**src/logic/wol_pkg.sv**
```systemverilog
// constants and notes for the wake-on-lan detector
//----------------------------------------------------------------------
// Notes on behaviour
// - Four wake-up frame patterns exist, each with its own bank of settings, enabled by control bits 0 to 3.
// - A wake-up frame is recognised when the checksum over its selected bytes equals the stored checksum.
// - Frames addressed to the node are scanned for the remote-wake pattern only while control bit 7 is one.
// - The remote-wake pattern is sixteen back-to-back copies of the six-byte station address.
// - The sixteen copies must directly follow a run of six bytes of value ff.
// - The sync run and copies may start at any byte position of the frame.
// - A remote-wake frame counts only if it is well formed with good checksum and addressed to us.
// - A broadcast frame qualifies as long as its sixteen copies equal our own station address.
// - No protocol restriction applies; the pattern may sit inside any payload.
// - A frame without the complete pattern gives no remote-wake indication.
// - On a complete pattern the power event output is asserted.
// - Each link transition, up or down, raises a link wake event.
// - A wake signal comes from a link change, an enabled wake-up frame or a remote-wake frame.
//----------------------------------------------------------------------
package wol_pkg;

  //----------------------------------------------------------------------
  // pattern scan
  //----------------------------------------------------------------------
  localparam int SYNC_LEN = 6;
  localparam logic [7:0] SYNC_BYTE = 8'hff;
  localparam int ADDR_BYTES = 6;
  localparam int ADDR_COPIES = 16;

  //----------------------------------------------------------------------
  // wake-up frames, one bank each starting at bank 4
  //----------------------------------------------------------------------
  localparam int NUM_WAKE_FRAMES = 4;
  localparam int MASK_BYTES = 64;
  localparam logic [15:0] CRC_INIT = 16'hffff;
  localparam logic [15:0] CRC_POLY = 16'h1021;

  //----------------------------------------------------------------------
  // wake frame control bits and status bits
  //----------------------------------------------------------------------
  localparam int WFC_FRAME_EN_LSB = 0;
  localparam int WFC_REMOTE_EN_BIT = 7;
  localparam int SRC_LINK_BIT = 0;
  localparam int SRC_FRAME_BIT = 1;
  localparam int SRC_REMOTE_BIT = 2;

  typedef enum logic [1:0] {SCAN_HUNT, SCAN_ADDR, SCAN_FOUND} wol_scan_type;

endpackage

```
**src/logic/wol_detector.sv**
```systemverilog
// wake-on-lan detector: remote-wake pattern, wake-up frames, link change
`timescale 1ns/1ps
module wol_detector
  import wol_pkg::*;
(
  // clock and reset
  input wire logic mclk,
  input wire logic sys_rst,
  // receive byte stream from the mac
  input wire logic rx_valid,
  input wire logic [7:0] rx_data,
  input wire logic rx_sof,
  input wire logic rx_eof,
  input wire logic rx_crc_ok,
  input wire logic rx_addr_hit,
  // configuration
  input wire logic [47:0] station_addr,
  input wire logic [7:0] wake_frame_control,
  input wire logic [MASK_BYTES-1:0] wake_byte_mask [NUM_WAKE_FRAMES],
  input wire logic [15:0] wake_crc [NUM_WAKE_FRAMES],
  input wire logic link_wake_en,
  input wire logic link_up,
  input wire logic pme_clear,
  // wake indications
  output logic power_event_out_n,
  output logic [2:0] wake_source,
  output logic [NUM_WAKE_FRAMES-1:0] wake_frame_hit
);

  function automatic logic [15:0] crc16_byte(input logic [15:0] crc, input logic [7:0] b);
    logic [15:0] c;
    c = crc;
    for (int k = 7; k >= 0; k--) begin
      if (c[15] ^ b[k]) begin
        c = {c[14:0], 1'b0} ^ CRC_POLY;
      end else begin
        c = {c[14:0], 1'b0};
      end
    end
    return c;
  endfunction

  //----------------------------------------------------------------------
  // remote-wake pattern scanner
  //----------------------------------------------------------------------
  wol_scan_type scan_r, scan_nxt, scan_b;
  logic [2:0] sync_r, sync_nxt, sync_b;
  logic [2:0] idx_r, idx_nxt;
  logic [3:0] copy_r, copy_nxt;
  logic [7:0] exp_byte;

  always_comb begin
    scan_b = rx_sof ? SCAN_HUNT : scan_r;
    sync_b = rx_sof ? 3'h0 : sync_r;
    scan_nxt = scan_b;
    sync_nxt = sync_b;
    idx_nxt = rx_sof ? 3'h0 : idx_r;
    copy_nxt = rx_sof ? 4'h0 : copy_r;
    exp_byte = station_addr[47 - 8*idx_r -: 8];
    if (!wake_frame_control[WFC_REMOTE_EN_BIT]) begin
      scan_nxt = SCAN_HUNT;
      sync_nxt = 3'h0;
      idx_nxt = 3'h0;
      copy_nxt = 4'h0;
    end else if (rx_valid) begin
      unique case (scan_b)
        SCAN_HUNT: begin
          if (rx_data == SYNC_BYTE) begin
            // a longer ff run still leaves the last six as sync
            sync_nxt = (sync_b == 3'(SYNC_LEN)) ? sync_b : 3'(sync_b + 3'h1);
          end else if (sync_b == 3'(SYNC_LEN) && rx_data == station_addr[47:40]) begin
            scan_nxt = SCAN_ADDR;
            idx_nxt = 3'h1;
            copy_nxt = 4'h0;
          end else begin
            sync_nxt = 3'h0;
          end
        end
        SCAN_ADDR: begin
          if (rx_data == exp_byte) begin
            if (idx_r == 3'(ADDR_BYTES - 1)) begin
              idx_nxt = 3'h0;
              if (copy_r == 4'(ADDR_COPIES - 1)) begin
                scan_nxt = SCAN_FOUND;
              end else begin
                copy_nxt = 4'(copy_r + 4'h1);
              end
            end else begin
              idx_nxt = 3'(idx_r + 3'h1);
            end
          end else begin
            // breaking byte may itself open a new sync run
            scan_nxt = SCAN_HUNT;
            idx_nxt = 3'h0;
            copy_nxt = 4'h0;
            sync_nxt = (rx_data == SYNC_BYTE) ? 3'h1 : 3'h0;
          end
        end
        SCAN_FOUND: begin
          scan_nxt = SCAN_FOUND;
        end
      endcase
    end
  end

  always_ff @(posedge mclk) begin
    if (sys_rst) begin
      scan_r <= SCAN_HUNT;
      sync_r <= 3'h0;
      idx_r <= 3'h0;
      copy_r <= 4'h0;
    end else begin
      scan_r <= scan_nxt;
      sync_r <= sync_nxt;
      idx_r <= idx_nxt;
      copy_r <= copy_nxt;
    end
  end

  //----------------------------------------------------------------------
  // wake-up frame checksums over masked bytes
  //----------------------------------------------------------------------
  logic [6:0] pos_r, pos_nxt, pos_b;
  logic [15:0] crc_r [NUM_WAKE_FRAMES];
  logic [15:0] crc_nxt [NUM_WAKE_FRAMES];

  always_comb begin
    pos_b = rx_sof ? 7'h00 : pos_r;
    pos_nxt = pos_b;
    // bytes past the mask window never enter the checksum
    if (rx_valid && pos_b < 7'(MASK_BYTES)) begin
      pos_nxt = 7'(pos_b + 7'h01);
    end
  end

  genvar gi;
  generate
    for (gi = 0; gi < NUM_WAKE_FRAMES; gi++) begin : g_frame
      logic [15:0] crc_b;
      always_comb begin
        crc_b = rx_sof ? CRC_INIT : crc_r[gi];
        crc_nxt[gi] = crc_b;
        if (rx_valid && pos_b < 7'(MASK_BYTES) && wake_byte_mask[gi][pos_b[5:0]]) begin
          crc_nxt[gi] = crc16_byte(crc_b, rx_data);
        end
      end
      always_ff @(posedge mclk) begin
        if (sys_rst) begin
          crc_r[gi] <= CRC_INIT;
        end else begin
          crc_r[gi] <= crc_nxt[gi];
        end
      end
    end
  endgenerate

  always_ff @(posedge mclk) begin
    if (sys_rst) begin
      pos_r <= 7'h00;
    end else begin
      pos_r <= pos_nxt;
    end
  end

  //----------------------------------------------------------------------
  // frame end qualification and link change
  //----------------------------------------------------------------------
  logic frame_good;
  logic remote_hit;
  logic [NUM_WAKE_FRAMES-1:0] frame_hit;
  logic link_prev_r, link_prev_nxt;
  logic link_seen_r, link_seen_nxt;
  logic link_event;

  always_comb begin
    frame_good = rx_eof && rx_crc_ok && rx_addr_hit;
    // incomplete scan leaves scan_r short of found: no wake
    remote_hit = frame_good && wake_frame_control[WFC_REMOTE_EN_BIT] && scan_r == SCAN_FOUND;
    for (int i = 0; i < NUM_WAKE_FRAMES; i++) begin
      frame_hit[i] = frame_good && wake_frame_control[WFC_FRAME_EN_LSB + i] && crc_r[i] == wake_crc[i];
    end
    link_prev_nxt = link_up;
    link_seen_nxt = 1'b1;
    // first cycle after reset only learns the level
    link_event = link_seen_r && link_wake_en && (link_up != link_prev_r);
  end

  always_ff @(posedge mclk) begin
    if (sys_rst) begin
      link_prev_r <= 1'b0;
      link_seen_r <= 1'b0;
    end else begin
      link_prev_r <= link_prev_nxt;
      link_seen_r <= link_seen_nxt;
    end
  end

  //----------------------------------------------------------------------
  // sticky wake status and power event output
  //----------------------------------------------------------------------
  logic [2:0] src_r, src_nxt;
  logic [NUM_WAKE_FRAMES-1:0] hit_r, hit_nxt;
  logic pme_n_r, pme_n_nxt;
  logic [2:0] src_set;

  always_comb begin
    src_set = 3'h0;
    src_set[SRC_LINK_BIT] = link_event;
    src_set[SRC_FRAME_BIT] = |frame_hit;
    src_set[SRC_REMOTE_BIT] = remote_hit;
    // set wins over a clear in the same cycle
    src_nxt = (pme_clear ? 3'h0 : src_r) | src_set;
    hit_nxt = (pme_clear ? {NUM_WAKE_FRAMES{1'b0}} : hit_r) | frame_hit;
    pme_n_nxt = ~|src_nxt;
  end

  always_ff @(posedge mclk) begin
    if (sys_rst) begin
      src_r <= 3'h0;
      hit_r <= {NUM_WAKE_FRAMES{1'b0}};
      pme_n_r <= 1'b1;
    end else begin
      src_r <= src_nxt;
      hit_r <= hit_nxt;
      pme_n_r <= pme_n_nxt;
    end
  end

  assign power_event_out_n = pme_n_r;
  assign wake_source = src_r;
  assign wake_frame_hit = hit_r;

endmodule

```
**config.mk**
```make
export PLATFORM = sky130hd
export DESIGN_NAME = wol_detector
export DESIGN_NICKNAME = d
export VERILOG_FILES = /design/src/logic/wol_pkg.sv /design/src/logic/wol_detector.sv
export SDC_FILE = /design/constraint.sdc
export NUM_CORES = 1
export LEC_CHECK = 0
export ABC_AREA = 1
export BUFFER_PORTS_ARGS = -buffer_cell sky130_fd_sc_hd__buf_2
export CORE_AREA = 3 3 157 159
export DETAILED_ROUTE_END_ITERATION = 10
export DIE_AREA = 0 0 160 162
export GPL_TIMING_DRIVEN = 0
export PLACE_DENSITY_LB_ADDON = 0.1
export SYNTH_ARGS = -nofsm -noshare
export SYNTH_HDL_FRONTEND = slang
export SYNTH_SLANG_ARGS = --single-unit
```
**constraint.sdc**
```tcl
create_clock -name mclk -period 3.4 [get_ports mclk]
set_clock_uncertainty 0.15 [all_clocks]
set_input_delay 0.34 -clock mclk [delete_from_list [all_inputs] [get_ports mclk]]
set_output_delay 0.34 -clock mclk [all_outputs]
set_load 0.1 [all_outputs]
```
==> metrics.txt, run 1 <==
post-synthesis instance area 9540 um2; result of the run finished clean; largest net degree at the start of global routing 19; Die ar. 25,900 um2; gate count of the mapped netlist 1,646; level count of the clock H-tree 3; Vias 12,604; drt total wl around 42,000 um; Area growth syn-to-layout 27.7%; clock tree from TritonCTS yes; final number of max-transition violations 0; worst setup slack before clock tree synthesis ~0.26 ns; count of instances resized after the clock tree is built 0; post-synthesis register bit count 93; dpl hpwl approximately 34,000 um; hold buffer count at CTS 0; clock-pin slew of the registers on the worst-case setup and hold paths 0.07 ns; Initial DRC Count 939; Syn. warnings 0; Final TNS setup 0 ns; num rows 56; capturing element type of the critical path flip-flop; Synth area leaders sky130_fd_sc_hd__dfxtp_1 20%, sky130_fd_sc_hd__nand2_1 18%, sky130_fd_sc_hd__nand3_1 16%, sky130_fd_sc_hd__xor2_1 8.3%, sky130_fd_sc_hd__inv_1 5.6%; final routed wire length divided by cell count 17.7 um; first-pass GRT wire length 64,100 um; effective utilization at floorplan 40.8%; deepest clock path buffer count 2; number of unique standard cell types used by synthesis 35; power per cell area 281 nW/um2; Remaining DRCs 0; placeable core area between 20,000 and 25,000 um2; critical path class reg2reg; most area-hungry cell type in the Yosys netlist sky130_fd_sc_hd__dfxtp_1; summed area of non-filler cells in the final layout about 12,000 um2; Tcrit/Tclk final 83.2%; Synth top area share 19.5%; I/O Buffers 389; VDD IR max ~0.00028 V; Final nets 2,448; achievable frequency ~350 MHz; I/O Pins 402; CP Max Fanout 10; final worst setup slack ~0.57 ns; vias per cell 5.31; overflow left after global routing 0; worst relative slew slack 43.7%; startpoint of the most critical register-to-register path pos_r[1]; setup repair after global routing missed its margin no; Placement Cell Area approximately 12,000 um2; layout cell share with drive strength beyond 1 25.1%; Die Span X 160 um; post-layout minimum cycle time 2.83 ns; height of the die 162 um; clock latency on the worst-skew pair 0.36 ns; worst hold path class in2reg; Worst EP required 3.53 ns; Routed Antenna Nets 0; total count of hold-check failures in the final report 0; MaxCap Viol Count 0; Worst EP arrival 2.96 ns; Tightest Pin Transition approximately 0.84 ns; number of nets produced by synthesis 2,048; number of global-route vias before repair between 10,000 and 15,000; Min-Delay Startpoint link_up; worst setup path start pos_r[1]; overall routing resource usage 30.8%; share of synthesized area occupied by flip-flops and latches 19.5%; Clock Tree Root sky130_fd_sc_hd__clkbuf_16; final weighted congestion of routability-driven global placement approximately 0.96; leakage power figure approximately 6.2 nW; Post-CTS Setup Bufs 0; number of antenna violations at the first check in global routing 3; clock tree sinks 93; Num CTS Buffers 9; Mean Syn Cell Area 5.80 um2; launching element type of the critical path flip-flop; drt first pass iters 6; setup-violating endpoint count in the final report 0
## state kept, by name, summed over array words and instances (netlist names), 2 cells and up
signal	count
pos_r	7
wake_source	3
idx_r	3
crc_r	64
scan_r	2
copy_r	4
sync_r	3
wake_frame_hit	4
## report_power, final
group          total (mW)  switching (mW)  internal (mW)  leakage (nW)
sequential           1.20          0.0455           1.15         0.763
clock                1.02           0.504          0.514         0.136
combinational        1.20           0.702          0.498          5.30
## layout by cell type (no fill, tap or decap), types with 39 or more instances in the layout
cell type                   n
sky130_fd_sc_hd__xnor2_1   39
sky130_fd_sc_hd__inv_1    143
sky130_fd_sc_hd__nand4_1   53
sky130_fd_sc_hd__o21ai_0   59
sky130_fd_sc_hd__o21ai_1   42
sky130_fd_sc_hd__nand3_1  314
sky130_fd_sc_hd__a21oi_1   69
sky130_fd_sc_hd__nand2_1  454
sky130_fd_sc_hd__xor2_1    90
sky130_fd_sc_hd__buf_2    443
sky130_fd_sc_hd__dfxtp_1   93
sky130_fd_sc_hd__nor2_1    82
## through the flow
| step | std cells | power, mW | util (%) | hold WS [ns] |
|---|---|---|---|---|
| CTS | 2370 | 3.41 | 52.0 | 0.0564 |
| global placement | 2354 | 2.40 | 50.8 | 0.301 |
| detailed placement | 2354 | 2.41 | 50.8 | 0.306 |
| floorplan | 1646 | 1.95 | - | 0.289 |
| global route | 2371 | 3.61 | 52.0 | 0.0817 |
| finish | 2372 | 3.42 | 52.0 | 0.0618 |
## routing by layer
layer  up-vias  part of all wire [%]  GRT usage (%)
li1       6210                     -              -
met1      5782                    43           41.8
met2       543                    47           52.1
met3        65                   8.1           5.10
met4         4                   1.7           5.84
met5         -                 0.064              0
## synth_stat cells
| cell type | count |
|---|---|
| sky130_fd_sc_hd__nand2_1 | 454 |
| sky130_fd_sc_hd__clkbuf_2 | 1 |
| sky130_fd_sc_hd__clkinv_1 | 4 |
| sky130_fd_sc_hd__xor2_1 | 90 |
| sky130_fd_sc_hd__xnor2_1 | 39 |
| sky130_fd_sc_hd__nand3_1 | 314 |
| sky130_fd_sc_hd__a31oi_1 | 1 |
| sky130_fd_sc_hd__nor2_8 | 1 |
| sky130_fd_sc_hd__a22o_1 | 1 |
| sky130_fd_sc_hd__buf_1 | 9 |
| sky130_fd_sc_hd__clkbuf_1 | 34 |
| sky130_fd_sc_hd__nor4_1 | 8 |
| sky130_fd_sc_hd__o21ai_0 | 59 |
| sky130_fd_sc_hd__o21bai_1 | 4 |
| sky130_fd_sc_hd__a211oi_1 | 5 |
| sky130_fd_sc_hd__nand3_4 | 1 |
| sky130_fd_sc_hd__inv_2 | 6 |
| sky130_fd_sc_hd__o21ai_1 | 42 |
| sky130_fd_sc_hd__nor3_1 | 9 |
| sky130_fd_sc_hd__and2_1 | 1 |
| sky130_fd_sc_hd__nand4_1 | 53 |
| sky130_fd_sc_hd__nor2_2 | 4 |
| sky130_fd_sc_hd__nand2_2 | 1 |
| sky130_fd_sc_hd__buf_4 | 4 |
| sky130_fd_sc_hd__dfxtp_1 | 93 |
| sky130_fd_sc_hd__nor2_1 | 82 |
| sky130_fd_sc_hd__inv_1 | 143 |
| sky130_fd_sc_hd__a21oi_1 | 69 |
| sky130_fd_sc_hd__ha_1 | 8 |
| sky130_fd_sc_hd__or2_2 | 26 |
| sky130_fd_sc_hd__nand3_2 | 12 |
| sky130_fd_sc_hd__o22ai_1 | 6 |
| sky130_fd_sc_hd__o2111ai_1 | 6 |
| sky130_fd_sc_hd__a22oi_1 | 2 |
| sky130_fd_sc_hd__buf_2 | 54 |
## kinds of logic (layout without fill, tap and decap cells)
kind of cell    Yosys count  in the layout  synth area share [%]
xor+xnor                129            129                  11.8
simple gates            966            966                  45.8
fa+ha+maj                 8              8                  1.05
compound gates          195            195                  10.9
other cells               0              2                     0
flops                    93             93                  19.5
buf+inv                 255            660                  10.9
## worst paths after layout
path	to	slack, ns	cells past startpoint
worst max-delay path	crc_r[2][4]	0.57	12
worst min-delay path	link_prev_r	0.06	3
worst max register to register	crc_r[2][4]	0.57	12
worst min register to register	pos_r[6]	0.31	2
## final cells by class
| type | count | area (um2) |
|---|---|---|
| fillers | 2636 | 11200 |
| multi-input cells | 1298 | 6640 |
| repair buffers | 389 | 1950 |
| flip-flops and latches | 93 | 1860 |
| inverters | 153 | 574 |
| plain buffers | 102 | 467 |
| well taps | 319 | 399 |
| clock buffers | 9 | 225 |
| clock inverters | 7 | 63.8 |
| diodes | 2 | 5.00 |
## worst max-delay path: stages (launching register included)
cell and delay (ns):
sky130_fd_sc_hd__dfxtp_1 0.31, sky130_fd_sc_hd__inv_1 0.06, sky130_fd_sc_hd__nor2_1 0.14, sky130_fd_sc_hd__clkbuf_1 0.48, sky130_fd_sc_hd__nand3_1 0.30, sky130_fd_sc_hd__nand3_1 0.19, sky130_fd_sc_hd__nand3_1 0.09, sky130_fd_sc_hd__nand3_1 0.14
sky130_fd_sc_hd__nand3_2 0.24, sky130_fd_sc_hd__nand3_2 0.20, sky130_fd_sc_hd__buf_2 0.23, sky130_fd_sc_hd__a21oi_1 0.08, sky130_fd_sc_hd__o21ai_1 0.12
No activity file was read; power rests on OpenSTA's default activity.
==> inputs of run 2 (changes only) <==
==> constraint.sdc (replaced) <==
create_clock -name mclk -period 2.8 [get_ports mclk]
set_clock_uncertainty 0.15 [all_clocks]
set_input_delay 0.28 -clock mclk [delete_from_list [all_inputs] [get_ports mclk]]
set_output_delay 0.28 -clock mclk [all_outputs]
set_load 0.1 [all_outputs]
==> metrics.txt, run 2 (synthesis results as in run 1) <==
result of the run finished clean; VDD IR max 0.000342 V (+23%); setup-violating endpoint count in the final report 0 (unchanged); Die Span X 160 um (unchanged); post-layout power 4.16 mW (+22%); minimum setup slack among reg-to-reg paths 0.18 ns (-0.39 ns); leakage power figure 6.24 nW (+0.68%); Remaining DRCs 0 (unchanged); CP max stage delay 0.30 ns (-0.18 ns); number of buffers and inverters on the critical path 5 (+2); placeable core area 23,400 um2 (unchanged); Initial DRC Count 892 (-5.0%); I/O Pins 402 (unchanged); number of global-route vias before repair 11,709 (+0.017%); vias per cell 5.31 (about the same); final worst setup slack 0.177 ns (-0.395 ns); startpoint of the most critical register-to-register path pos_r[1]; level count of the clock H-tree 3 (unchanged); Routed Antenna Nets 0 (unchanged); worst hold path class in2reg; drt total wl 42,000 um (+0.24%); achievable frequency 381 MHz (+7.8%); post-layout minimum cycle time 2.62 ns (-0.205 ns); setup repair after global routing missed its margin yes; clock-pin slew of the registers on the worst-case setup and hold paths 0.07 ns (about the same); largest net degree at the start of global routing 19 (unchanged); clock latency on the worst-skew pair 0.36 ns (about the same); power per cell area 338 nW/um2 (+20%); number of antenna violations at the first check in global routing 3 (unchanged); critical path class reg2reg; MaxCap Viol Count 0 (unchanged); cell breakdown of the critical path inv_1, nor2_1, inv_1, buf_2, buf_2, nand3_1, nand3_1, nand3_1, nand3_1, nand3_4, nand3_2, buf_2, o21ai_0, nand3_1; final routed wire length divided by cell count 17.7 um (about the same); top register by number of flip-flops crc_r; dpl hpwl 34,100 um (unchanged); Clock Tree Root sky130_fd_sc_hd__clkbuf_16; layout cell share with drive strength beyond 1 25.6% (+0.50 points); overall routing resource usage 30.8% (about the same); clock tree sinks 93 (unchanged); final number of max-transition violations 0 (unchanged); final weighted congestion of routability-driven global placement 0.959 (unchanged); smallest hold slack 0.139 ns (+0.0772 ns); Top Registers crc_r: 64 flops, pos_r: 7 flops; effective utilization at floorplan 40.8% (unchanged); Tcrit/Tclk final 93.7% (+10 points); commonest non-fill, non-tap cells in the layout 454 x sky130_fd_sc_hd__nand2_1, 427 x sky130_fd_sc_hd__buf_2, 314 x sky130_fd_sc_hd__nand3_1; worst relative slew slack 44.1% (+0.36 points); capturing element type of the critical path flip-flop; cell type group with the largest total delay on the critical path simple AND/OR/NAND/NOR gates; drt first pass iters 7 (+1); Placement Cell Area 11,900 um2 (unchanged); Final TNS setup 0 ns (unchanged); Vias 12,619 (+0.12%); most common library cell in the layout ignoring fill and taps sky130_fd_sc_hd__nand2_1; deepest clock path buffer count 2 (unchanged); total count of hold-check failures in the final report 0 (unchanged); Area growth syn-to-layout 29.1%; Die ar. 25,900 um2 (unchanged); overflow left after global routing 0 (unchanged); summed area of non-filler cells in the final layout 12,300 um2 (+1.1%); height of the die 162 um (unchanged); number of flip-flops under the largest register name 64 (unchanged); first-pass GRT wire length 64,100 um (about the same); Final nets 2,451 (+0.12%); Num CTS Buffers 9 (unchanged); worst setup slack before clock tree synthesis -0.277 ns (-0.540 ns); I/O Buffers 389 (unchanged); Layout fillers 2,629 (-0.27%); num rows 56 (unchanged); Tightest Pin Transition 0.838 ns (-0.00538 ns); Worst EP arrival 2.76 ns (-0.20 ns); clock tree from TritonCTS yes; Min-Delay Startpoint pme_clear; launching element type of the critical path flip-flop; worst setup path start pos_r[1]; CP Max Fanout 10 (unchanged); Worst EP required 2.94 ns (-0.59 ns); cell seen most often among critical-path stages sky130_fd_sc_hd__nand3_1; cell with the biggest individual delay on the critical path sky130_fd_sc_hd__dfxtp_1
run 2: cell types whose count changed in the layout (fill, tap and decap cells not counted), sizes merged:
cell,change
dlygate4sd3,+1
clkinv,-1
diode,+1
buf,-12
clkinvlp,+1
clkbuf,+14
run 2: metal layers:
metal	vias to the layer above	wire length, um	GRT usage [%]
met5	-	27	0
met4	4	1060	5.84
met3	78	3130	5.10
met2	535	19300	52.1
met1	5772	18500	41.8
li1	6230	-	-
run 2: worst paths after layout:
path | cells after the start | end
setup reg to reg | 14 | crc_r[0][9]
hold / removal | 4 | wake_frame_hit[0]
setup / recovery | 14 | crc_r[0][9]
hold reg to reg | 2 | pos_r[6]
run 2: tightest hold or removal path: stages:
cell,delay (ns)
sky130_fd_sc_hd__buf_2,0.08
sky130_fd_sc_hd__inv_1,0.11
sky130_fd_sc_hd__nand2_1,0.09
sky130_fd_sc_hd__a21oi_1,0.05
run 2: timing repair:
action,4_1_cts,5_1_grt
buffers inserted,0,3
pin swaps,0,3
endpoints found under the setup margin,2,70
resized for setup,0,39
hold buffers,1,0
endpoints found under the hold margin,1,0
run 2: power by group:
part           switching [mW]  internal (mW)
registers              0.0555           1.40
logic                   0.857          0.615
clock network           0.609          0.624
total                    1.52           2.64
run 2: cell type report:
type | instances | area (um2) | share of cell area [%]
Clock buffer | 9 | 225 | 1.83
Sequential cell | 93 | 1860 | 15.1
Clock inverter | 7 | 63.8 | 0.518
Tap cell | 319 | 399 | 3.24
Timing Repair Buffer | 393 | 1980 | 16.1
Multi-Input combinational cell | 1298 | 6690 | 54.3
Buffer | 101 | 510 | 4.14
Antenna cell | 3 | 7.51 | 0.0610
Inverter | 153 | 578 | 4.69
run 2: per-stage QoR:
step / std cells / util (%)
4_1_cts: 2370 / 52.0
3_3_place_gp: 2354 / 50.8
3_5_place_dp: 2354 / 50.8
2_1_floorplan: 1646 / -
6_report: 2376 / 52.6
5_1_grt: 2374 / 52.6
==> inputs of run 3 (changes only) <==
--- a/config.mk
+++ b/config.mk
@@ -12,6 +12,7 @@
 export DIE_AREA = 0 0 160 162
 export GPL_TIMING_DRIVEN = 0
 export PLACE_DENSITY_LB_ADDON = 0.1
+export SETUP_SLACK_MARGIN = 0.3
 export SYNTH_ARGS = -nofsm -noshare
 export SYNTH_HDL_FRONTEND = slang
 export SYNTH_SLANG_ARGS = --single-unit
==> metrics.txt, run 3 (synthesis results as in run 1) <==
result of the run finished clean; CP max stage delay 0.31 ns (about the same); Top Registers crc_r: 64 flops, pos_r: 7 flops; Worst EP required 2.89 ns (-0.05 ns); level count of the clock H-tree 3 (unchanged); cell with the biggest individual delay on the critical path sky130_fd_sc_hd__dfxtp_1; capturing element type of the critical path flip-flop; deepest clock path buffer count 2 (unchanged); leakage power figure 6.42 nW (+3.0%); Area growth syn-to-layout 33.2%; Routed Antenna Nets 0 (unchanged); Clock Tree Root sky130_fd_sc_hd__clkbuf_16; number of antenna violations at the first check in global routing 5 (+2); layout cell share with drive strength beyond 1 27.1% (+1.5 points); clock tree from TritonCTS yes; number of flip-flops under the largest register name 64 (unchanged); part of the power in registers 34.4% (-0.6 points); Die Span X 160 um (unchanged); VDD IR max 0.000344 V (+0.61%); height of the die 162 um (unchanged); post-layout minimum cycle time 2.37 ns (-0.248 ns); drt total wl 42,300 um (+0.51%); overall routing resource usage 31.0% (+0.12 points); dpl hpwl 34,100 um (unchanged); MaxCap Viol Count 0 (unchanged); Vias 12,686 (+0.53%); most common library cell in the layout ignoring fill and taps sky130_fd_sc_hd__nand2_1; largest net degree at the start of global routing 19 (unchanged); Worst EP arrival 2.47 ns (-0.29 ns); launching element type of the critical path flip-flop; Tightest Pin Transition 0.829 ns (-0.00935 ns); vias per cell 5.30 (-0.27%); setup-violating endpoint count in the final report 0 (unchanged); worst relative slew slack 44.7% (+0.62 points); setup repair after global routing missed its margin yes; number of buffers and inverters on the critical path 5 (unchanged); final number of max-transition violations 0 (unchanged); commonest non-fill, non-tap cells in the layout 454 x sky130_fd_sc_hd__nand2_1, 407 x sky130_fd_sc_hd__buf_2, 307 x sky130_fd_sc_hd__nand3_1; Initial DRC Count 936 (+4.9%); Net Switching 1.54 mW (+1.5%); number of global-route vias before repair 11,780 (+0.61%); I/O Pins 402 (unchanged); cell seen most often among critical-path stages sky130_fd_sc_hd__nand3_1; top register by number of flip-flops crc_r; internal power consumption 2.69 mW (+1.8%); overflow left after global routing 0 (unchanged); first-pass GRT wire length 64,400 um (+0.41%); Die ar. 25,900 um2 (unchanged); Tcrit/Tclk final 84.8% (-8.9 points); final routed wire length divided by cell count 17.6 um (-0.29%); Num CTS Buffers 9 (unchanged); Remaining DRCs 0 (unchanged); num rows 56 (unchanged); CP Max Fanout 10 (unchanged); achievable frequency 421 MHz (+10%); cell type group with the largest total delay on the critical path simple AND/OR/NAND/NOR gates; proportion of power drawn by the clock network 29.2% (-0.4 points); I/O Buffers 389 (unchanged); drt first pass iters 5 (-2); total count of hold-check failures in the final report 0 (unchanged); worst setup slack before clock tree synthesis -0.277 ns (unchanged); clock latency on the worst-skew pair 0.36 ns (about the same); final worst setup slack 0.425 ns (+0.248 ns); Comb pwr share 36.4% (+1.0 points); clock tree sinks 93 (unchanged); Util after Layout 54.3% (+1.7 points); Final nets 2,468 (+0.69%); power per cell area 333 nW/um2 (-1.4%); cell breakdown of the critical path inv_1, nor2_2, inv_1, buf_4, buf_4, nand3_1, nand3_1, nand3_1, nand3_1, nand3_4, nand3_4, buf_2, a21oi_1, o21ai_0; critical path class reg2reg; switching share of power 36.5% (-0.073 points); final weighted congestion of routability-driven global placement 0.959 (unchanged); placeable core area 23,400 um2 (unchanged); effective utilization at floorplan 40.8% (unchanged); worst hold path class in2reg; clock-pin slew of the registers on the worst-case setup and hold paths 0.07 ns (about the same)
## run 3: repair_timing
action | in CTS | in global routing
endpoints found under the setup margin | 76 | 76
pin swaps | 3 | 8
gates cloned | 0 | 1
resized for setup | 34 | 89
endpoints found under the hold margin | 1 | 0
hold buffers | 1 | 0
setup buffers | 4 | 14
## run 3: worst paths after layout
check                               start                end  slack, ns  cells past startpoint
worst max register to register   pos_r[1]        crc_r[3][5]       0.43                     14
worst min-delay path            pme_clear  wake_frame_hit[0]       0.14                      4
worst min register to register   pos_r[5]           pos_r[6]       0.31                      2
worst max-delay path             pos_r[1]        crc_r[3][5]       0.43                     14
## run 3: layout make-up
type	count	area, um2
Tap cell	319	399
Antenna cell	5	12.5
Buffer	102	631
Fill cell	2574	10700
Clock buffer	9	225
Clock inverter	7	63.8
Inverter	153	581
Sequential cell	93	1860
Multi-Input combinational cell	1298	6800
Timing Repair Buffer	409	2130
## run 3: stage by stage
stage / hold slack, ns / setup TNS (ns) / total power, mW / area (um2) / instances
3_3_place_gp: 0.301 / -10.03 / 2.91 / 11900 / 2354
2_1_floorplan: 0.237 / 0 / 2.36 / 9540 / 1646
6_report: 0.143 / 0 / 4.23 / 12700 / 2395
3_5_place_dp: 0.306 / -11.04 / 2.92 / 11900 / 2354
4_1_cts: 0.141 / 0 / 4.16 / 12300 / 2375
5_1_grt: 0.184 / 0 / 4.47 / 12700 / 2393
## run 3: worst register-to-register path, cell delays in order (launching register included)
cell and delay, ns:
sky130_fd_sc_hd__dfxtp_1 0.31, sky130_fd_sc_hd__inv_1 0.06, sky130_fd_sc_hd__nor2_2 0.12, sky130_fd_sc_hd__inv_1 0.07
sky130_fd_sc_hd__buf_4 0.19, sky130_fd_sc_hd__buf_4 0.19, sky130_fd_sc_hd__nand3_1 0.08, sky130_fd_sc_hd__nand3_1 0.09
sky130_fd_sc_hd__nand3_1 0.14, sky130_fd_sc_hd__nand3_1 0.15, sky130_fd_sc_hd__nand3_4 0.17, sky130_fd_sc_hd__nand3_4 0.11
sky130_fd_sc_hd__buf_2 0.20, sky130_fd_sc_hd__a21oi_1 0.13, sky130_fd_sc_hd__o21ai_0 0.09
## run 3: layer usage
metal	global-route usage [%]	part of all wire [%]	vias up
met3	5.20	7.4	72
met2	51.6	47	518
li1	-	-	6256
met5	0	0.064	-
met1	42.0	44	5836
met4	7.14	2.1	4
## run 3: power groups by stage
stage / combinational [mW] / sequential [mW] / clock, mW
2_1_floorplan: 0.887 / 1.48 / 0
3_3_place_gp: 1.43 / 1.49 / 0
5_1_grt: 1.71 / 1.46 / 1.30
3_5_place_dp: 1.44 / 1.49 / 0
4_1_cts: 1.46 / 1.45 / 1.24
6_report: 1.54 / 1.46 / 1.24
